==> src/core/dsw_pkg.sv <==
// Overview of operation
// - Opening force deviation band occupies bits 3 to 5 of word one.
// - Band 0 means unavailable; 1 to 7 ascend from -75% to +75%.
// - Word one bit 6 set while opening obstruction is recognized.
// - Word one bit 7 set while closing obstruction is recognized.
// - Word one bit 8 high while an obstruction response is active.
// - Seven-bit status display code in word one bits 9 to 15.
// - General digital inputs 0 to 4 mirrored in word two bits 0 to 4.
// - Safety digital inputs 0 and 1 in word two bits 5 and 6.
// - Safety digital input errors in word two bits 8 and 9.
// - Safety frequency inputs 0 and 1 in word two bits 10 and 11.
// - Safety frequency input errors in word two bits 12 and 13.
// - Relay outputs 0 and 1 mirrored in word two bits 14 and 15.
// - Seven-bit system load percentage in word three bits 0 to 6.
// - System load is the larger of controller and motor load.
// - Door position in word three bits 8 to 14; 127 when invalid.
package dsw_pkg;
	localparam logic [4:0] DSW_OFS_WORD1 = 5'h00;
	localparam logic [4:0] DSW_OFS_WORD2 = 5'h04;
	localparam logic [4:0] DSW_OFS_WORD3 = 5'h08;
	localparam logic [4:0] DSW_OFS_STAT  = 5'h0C;
	localparam logic [4:0] DSW_OFS_MASK  = 5'h10;

	localparam int DSW_W1_FORCE  = 3;
	localparam int DSW_W1_OBST   = 6;
	localparam int DSW_W1_RESP   = 8;
	localparam int DSW_W1_CODE   = 9;
	localparam int DSW_W2_DIN    = 0;
	localparam int DSW_W2_SAFETY_INPUTS   = 5;
	localparam int DSW_W2_SDERR  = 8;
	localparam int DSW_W2_SAFETY_FREQ_INPUTS   = 10;
	localparam int DSW_W2_SFERR  = 12;
	localparam int DSW_W2_RELAY  = 14;
	localparam int DSW_W3_LOAD   = 0;
	localparam int DSW_W3_POS    = 8;

	localparam logic [15:0] DSW_WORD_RST  = 16'h0000;
	localparam logic [4:0]  DSW_EV_RST    = 5'h00;
	localparam logic [6:0]  DSW_POS_NONE  = 7'h7F;
	localparam int          DSW_EV_N      = 5;

	localparam logic signed [7:0] DSW_DEV_M75 = -8'sd75;
	localparam logic signed [7:0] DSW_DEV_M50 = -8'sd50;
	localparam logic signed [7:0] DSW_DEV_M25 = -8'sd25;
	localparam logic signed [7:0] DSW_DEV_P25 = 8'sd25;
	localparam logic signed [7:0] DSW_DEV_P50 = 8'sd50;
	localparam logic signed [7:0] DSW_DEV_P75 = 8'sd75;
endpackage

==> src/core/dsw_packer.sv <==
// Implementation choices: the register offsets and the Avalon-MM slave port.
`timescale 1ns/10ps
module dsw_packer
	import dsw_pkg::*;
(
	input  wire logic              sys_clk,
	input  wire logic              nrst,
	input  wire logic              ce,
	input  wire logic              force_valid,
	input  wire logic signed [7:0] open_force_deviation,
	input  wire logic        [1:0] obstruction_flags,
	input  wire logic              obstruction_response_active,
	input  wire logic        [6:0] status_display_code,
	input  wire logic        [4:0] gen_inputs,
	input  wire logic        [1:0] safety_inputs,
	input  wire logic        [1:0] safety_input_errors,
	input  wire logic        [1:0] safety_freq_inputs,
	input  wire logic        [1:0] safety_freq_input_errors,
	input  wire logic        [1:0] relay_outputs,
	input  wire logic        [6:0] ctrl_load_percent,
	input  wire logic        [6:0] motor_load_percent,
	input  wire logic              position_valid,
	input  wire logic        [6:0] door_position_percent,
	input  wire logic        [4:0] avs_address,
	input  wire logic              avs_read,
	input  wire logic              avs_write,
	input  wire logic       [31:0] avs_writedata,
	input  wire logic        [3:0] avs_byteenable,
	output logic            [31:0] avs_readdata,
	output logic                   avs_waitrequest,
	output logic                   irq,
	output logic            [15:0] tech_status_word_one,
	output logic            [15:0] tech_status_word_two,
	output logic            [15:0] tech_status_word_three
);
	typedef struct packed {
		logic [15:0]         w1;
		logic [15:0]         w2;
		logic [15:0]         w3;
		logic [DSW_EV_N-1:0] sts;
		logic [DSW_EV_N-1:0] mask;
		logic [DSW_EV_N-1:0] ev_prev;
		logic [DSW_EV_N-1:0] rd_snap;
		logic                ack;
		logic [31:0]         rdata;
		logic                irq;
		logic                run;
	} dsw_core_state_t;

	dsw_core_state_t st_reg;
	dsw_core_state_t st_next;

	logic [1:0]          rst_sync_reg;
	logic                rst_n_s;
	logic [10:0]         pins_raw;
	logic [10:0]         pins_s;
	logic [4:0]          din_s;
	logic [1:0]          safety_inputs_s;
	logic [1:0]          safety_freq_inputs_s;
	logic [1:0]          relay_s;
	logic [2:0]          force_code;
	logic [6:0]          load_max;
	logic [6:0]          pos_field;
	logic [DSW_EV_N-1:0] ev_level;
	logic [DSW_EV_N-1:0] ev_rise;
	logic                req;
	logic                done;
	logic [DSW_EV_N-1:0] wdata_lo;

	// Reset asserts at once, releases two enabled (ce high) edges later
	always_ff @(posedge sys_clk or negedge nrst) begin
		if (!nrst)
			rst_sync_reg <= 2'h0;
		else if (ce)
			rst_sync_reg <= {rst_sync_reg[0], 1'b1};
	end
	assign rst_n_s = rst_sync_reg[1];

	// Pin levels only; internal flags share this clock
	assign pins_raw = {relay_outputs, safety_freq_inputs,
		safety_inputs, gen_inputs};

	dsw_sync #(
		.W (11)
	) u_pin_sync (
		.sys_clk (sys_clk),
		.rst_n   (rst_n_s),
		.ce      (ce),
		.d       (pins_raw),
		.q       (pins_s)
	);

	assign din_s   = pins_s[4:0];
	assign safety_inputs_s  = pins_s[6:5];
	assign safety_freq_inputs_s  = pins_s[8:7];
	assign relay_s = pins_s[10:9];

	dsw_band_enc u_band (
		.valid   (force_valid),
		.dev_pct (open_force_deviation),
		.code    (force_code)
	);

	// larger of the two loads wins
	assign load_max = (ctrl_load_percent >= motor_load_percent) ?
		ctrl_load_percent : motor_load_percent;

	assign pos_field = position_valid ? door_position_percent :
		DSW_POS_NONE;

	assign ev_level = {|safety_freq_input_errors, |safety_input_errors,
		obstruction_response_active, obstruction_flags};
	assign ev_rise = ev_level & ~st_reg.ev_prev;

	// Two-cycle access: readdata is registered before release
	assign req  = avs_read | avs_write;
	// A frozen cycle must not answer the master
	assign done = req & st_reg.ack & ce;
	assign avs_waitrequest = req & ~(st_reg.ack & ce);

	always_comb begin
		st_next = st_reg;
		if (ce) begin
			st_next.w1 = DSW_WORD_RST;
			st_next.w1[DSW_W1_FORCE +: 3] = force_code;
			st_next.w1[DSW_W1_OBST] = obstruction_flags[0];
			st_next.w1[DSW_W1_OBST + 1] = obstruction_flags[1];
			st_next.w1[DSW_W1_RESP] = obstruction_response_active;
			st_next.w1[DSW_W1_CODE +: 7] = status_display_code;

			st_next.w2 = DSW_WORD_RST;
			st_next.w2[DSW_W2_DIN +: 5] = din_s;
			st_next.w2[DSW_W2_SAFETY_INPUTS +: 2] = safety_inputs_s;
			st_next.w2[DSW_W2_SDERR +: 2] = safety_input_errors;
			st_next.w2[DSW_W2_SAFETY_FREQ_INPUTS +: 2] = safety_freq_inputs_s;
			st_next.w2[DSW_W2_SFERR +: 2] = safety_freq_input_errors;
			st_next.w2[DSW_W2_RELAY +: 2] = relay_s;

			st_next.w3 = DSW_WORD_RST;
			st_next.w3[DSW_W3_LOAD +: 7] = load_max;
			st_next.w3[DSW_W3_POS +: 7] = pos_field;

			st_next.ev_prev = ev_level;
			st_next.ack = req & ~st_reg.ack;
			st_next.run = 1'b1;

			// Read data captured one edge before the master takes it
			if (avs_read && !st_reg.ack) begin
				st_next.rdata = 32'h0000_0000;
				case (avs_address)
					DSW_OFS_WORD1: st_next.rdata[15:0] = st_reg.w1;
					DSW_OFS_WORD2: st_next.rdata[15:0] = st_reg.w2;
					DSW_OFS_WORD3: st_next.rdata[15:0] = st_reg.w3;
					DSW_OFS_STAT: begin
						st_next.rdata[DSW_EV_N-1:0] = st_reg.sts;
					end
					DSW_OFS_MASK: begin
						st_next.rdata[DSW_EV_N-1:0] = st_reg.mask;
					end
					default: st_next.rdata = 32'h0000_0000;
				endcase
				st_next.rd_snap = st_reg.sts;
			end

			// Clear only bits the read reported; new events survive
			st_next.sts = st_reg.sts;
			if (done && avs_read && avs_address == DSW_OFS_STAT)
				st_next.sts = st_reg.sts & ~st_reg.rd_snap;
			st_next.sts = st_next.sts | ev_rise;

			if (done && avs_write && avs_address == DSW_OFS_MASK &&
				avs_byteenable[0])
				st_next.mask = avs_writedata[DSW_EV_N-1:0];

			st_next.irq = |(st_next.sts & st_next.mask);
		end
	end

	always_ff @(posedge sys_clk or negedge rst_n_s) begin
		if (!rst_n_s)
			st_reg <= '0;
		else
			st_reg <= st_next;
	end

	assign avs_readdata           = st_reg.rdata;
	assign irq                    = st_reg.irq;
	assign tech_status_word_one   = st_reg.w1;
	assign tech_status_word_two   = st_reg.w2;
	assign tech_status_word_three = st_reg.w3;
	assign wdata_lo               = avs_writedata[DSW_EV_N-1:0];
endmodule

==> src/core/dsw_sync.sv <==
`timescale 1ns/10ps
module dsw_sync
	import dsw_pkg::*;
#(
	parameter int W = 11
) (
	input  wire logic         sys_clk,
	input  wire logic         rst_n,
	input  wire logic         ce,
	input  wire logic [W-1:0] d,
	output logic      [W-1:0] q
);
	typedef struct packed {
		logic [W-1:0] s1;
		logic [W-1:0] s2;
	} dsw_sync_state_t;

	dsw_sync_state_t st_reg;
	dsw_sync_state_t st_next;

	// First stage feeds only the second stage
	always_comb begin
		st_next = st_reg;
		if (ce) begin
			st_next.s1 = d;
			st_next.s2 = st_reg.s1;
		end
	end

	always_ff @(posedge sys_clk or negedge rst_n) begin
		if (!rst_n)
			st_reg <= '0;
		else
			st_reg <= st_next;
	end

	assign q = st_reg.s2;
endmodule

==> src/core/dsw_band_enc.sv <==
`timescale 1ns/10ps
module dsw_band_enc
	import dsw_pkg::*;
(
	input  wire logic              valid,
	input  wire logic signed [7:0] dev_pct,
	output logic             [2:0] code
);
	always_comb begin
		if (!valid)
			code = 3'h0;
		else if (dev_pct <= DSW_DEV_M75)
			code = 3'h1;
		else if (dev_pct <= DSW_DEV_M50)
			code = 3'h2;
		else if (dev_pct <= DSW_DEV_M25)
			code = 3'h3;
		else if (dev_pct < DSW_DEV_P25)
			code = 3'h4;
		else if (dev_pct < DSW_DEV_P50)
			code = 3'h5;
		else if (dev_pct < DSW_DEV_P75)
			code = 3'h6;
		else
			code = 3'h7;
	end
endmodule

==> config.mk <==
export PLATFORM = sky130hd
export DESIGN_NAME = dsw_packer
export DESIGN_NICKNAME = d
export VERILOG_FILES = /design/src/core/dsw_pkg.sv /design/src/core/dsw_packer.sv /design/src/core/dsw_sync.sv /design/src/core/dsw_band_enc.sv
export SDC_FILE = /design/constraint.sdc
export NUM_CORES = 1
export LEC_CHECK = 0
export BUFFER_PORTS_ARGS = -buffer_cell sky130_fd_sc_hd__buf_4
export CORE_MARGIN = 5
export CORE_UTILIZATION = 50
export CTS_CLUSTER_DIAMETER = 30
export DETAILED_ROUTE_END_ITERATION = 7
export PLACE_DENSITY = 0.86
export SYNTH_ARGS = -nofsm -noshare
export SYNTH_HDL_FRONTEND = slang
export SYNTH_SLANG_ARGS = --single-unit
==> constraint.sdc <==
create_clock -name sys_clk -period 3.35 [get_ports sys_clk]
set_input_delay 0.1675 -clock sys_clk [delete_from_list [all_inputs] [get_ports sys_clk]]
set_output_delay 0.1675 -clock sys_clk [all_outputs]
set_load 0.05 [all_outputs]
==> run metrics <==
status completed; die area 12,600 sq um; post-synth top area cell dfrtp_1; max reg flops 21; fillcell total 857; initial core utilization 50.9%; met3 Usage GRT 4.26%; vias in the first global route 3,744; Core ar. 10,300 sq um; post-synthesis cell area 5240 sq um; layout cell share with drive strength beyond 1 40.5%; Detail Route Antenna Nets 0; final core occ 58.4%; TritonCTS Buffers 9; Worst setup SP type flip-flop; CTS HTree Levels 3; Final Power 2.98 mW; most common cell in the netlist dfrtp_1; RSZ-0062 raised after global routing false; asr flop ratio synth 100%; register area share after synthesis 48.3%; Site Rows 37; slew margin rel. 39.2%; DRT iter0 DRCs 223; CP arrival 2.15 ns; wire length per cell 17.2 microns; TNS Setup 0 ns; DR vias 3,610; clock root cell clkbuf_8; n_diodes 0; die height 112 microns; Hold-fix buffers, CTS 2; post-synth top area share 48.3%; DR pass1 iterations 4; Worst Max-Slew Pin Slew 0.912 ns; Final nets 648; average size of a mapped cell 11.1 sq um; Netlist cell types 49; GP Congestion 0.898; # Post-CTS Setup Buffers 0; register bit count reported by yosys 101; # IOs 184; first-pass GRT wire length 19.3 mm; Max-Cap Viols 0; Cells after Synth 470; CTS tree done; pre-CTS setup slack 1.25 ns; met2 Use GR 31.2%; placed inst area 5800 sq um; GRT overflow 0; Multi-input gate area 2040 sq um; critical path capture point type flip-flop; WS Path Type reg -> reg; Area contributors post-synth dfrtp_1 (48%), mux2_2 (14%), buf_4 (11%); Worst Path Max Fanout 17; EDFF count, synth 0; DP Wirelength 9.03 mm; Post-synth top cells dfrtp_1 (101), buf_4 (80), mux2_2 (63), nand2_1 (32), nor2_1 (26); Post-CTS Resized 0; initial antenna violation count 0; period utilisation layout 55.4%; Clock Skew 0.0118 ns; GRT met1 Usage 24.1%; Area Overhead vs Synth 14.6%; Synth Flop Type dfrtp_1; Port Buf Inserts 131; YS warnings 0; Slew Viols, Final 0; clk slew on worst S/H paths 0.10 ns; largest net degree at the start of global routing 73; DR vias/cell 5.32; fmax 539 MHz; Setup Viol. Count Final 0; worst skew pair latency 0.36 ns; Pleak 2.69 nW; GR Util All Layers 18.9%; min Tclk post-route 1.86 ns; CTS sink cnt 101; FF/Latch Area 2530 sq um; power per cell area 497 nW/um^2; Final Instance Area 6000 sq um; Most Crowded Layer GR met2; final hold violations 0; setup slack after layout 1.49 ns; DRC 0; min-delay worst type in -> reg; die width 112 microns; required time worst endpoint 3.65 ns; drt total wl 11.7 mm; CTS max path bufs 2; maximum VDD drop 0.324 mV
==> kinds of logic after synthesis <==
group	synth area share, %
AOI/OAI and AO/OA	11.6
adders and majority gates	1.67
buffers and inverters	14.2
DFF	48.3
muxes	17.0
other	0.0716
and+or+nand+nor	7.17
==> per-layer routing <==
layer | up-vias | wire, microns
met3 | 29 | 933
met5 | - | 0
met2 | 158 | 5780
met4 | 0 | 343
met1 | 1743 | 4620
li1 | 1680 | -
==> final cells by class <==
type,instances,share of cell area (%)
flip-flops and latches,101,42.2
clock buffers,10,2.13
repair buffers,136,17.1
clock inverters,5,0.876
well taps,136,2.84
multi-input cells,278,34.0
inverters,13,0.814
==> metrics by stage <==
stage	hold WS, ns	instances
CTS	0.00408	679
detailed placement	-0.0473	662
global placement	-0.0506	662
floorplan	-0.128	491
global route	0.00599	679
finish	0.0196	679
==> worst max-delay path: stages (launching register included) <==
cell and delay, ns:
dfrtp_1 0.41, nand3b_1 0.36, buf_4 0.33, a211oi_2 0.47, a22o_1 0.22
==> cell usage in the layout (no fill, tap or decap), types with 2 or more instances in the layout <==
master and n:
nand4_1 2, mux2_2 63, a22oi_1 4, or2_2 2, mux2i_1 18, conb_1 22, dlygate4sd3_1 2, nand2_1 32
ha_1 7, a22o_1 14, nor2_1 26, a21o_1 2, nor3_1 3, a21oi_1 17, dfrtp_1 100, nor2b_1 4
clkinv_2 3, o22ai_1 2, o22a_1 6, buf_4 134, inv_1 13, o21ai_0 18, nand2b_1 4, nand3_1 2
clkbuf_8 9, a31oi_1 5, o2bb2ai_1 4
==> path summary, 6_finish.rpt <==
check,startpoint,to,slack (ns),cells past startpoint
min in group asynchronous,nrst,rst_sync_reg[1]$_DFFE_PN0P_,0.13,2
max in group asynchronous,rst_sync_reg[1]$_DFFE_PN0P_,tech_status_word_two[0]$_DFFE_PN0P_,1.97,1
hold / removal,door_position_percent[4],tech_status_word_three[12]$_DFFE_PN0P_,0.02,2
setup / recovery,st_reg[34]$_DFFE_PN0P_,avs_readdata[12]$_DFFE_PN0P_,1.49,4
hold reg to reg,rst_sync_reg[1]$_DFFE_PN0P_,tech_status_word_one[12]$_DFFE_PN0P_,0.46,0
setup reg to reg,st_reg[34]$_DFFE_PN0P_,avs_readdata[12]$_DFFE_PN0P_,1.49,4
==> report_power, final <==
group / switching, mW / internal, mW / total, mW
Combinational: 0.513 / 0.295 / 0.809
Sequential: 0.0941 / 1.34 / 1.44
Clock: 0.399 / 0.338 / 0.737
Power figures use the tool's default switching activity.
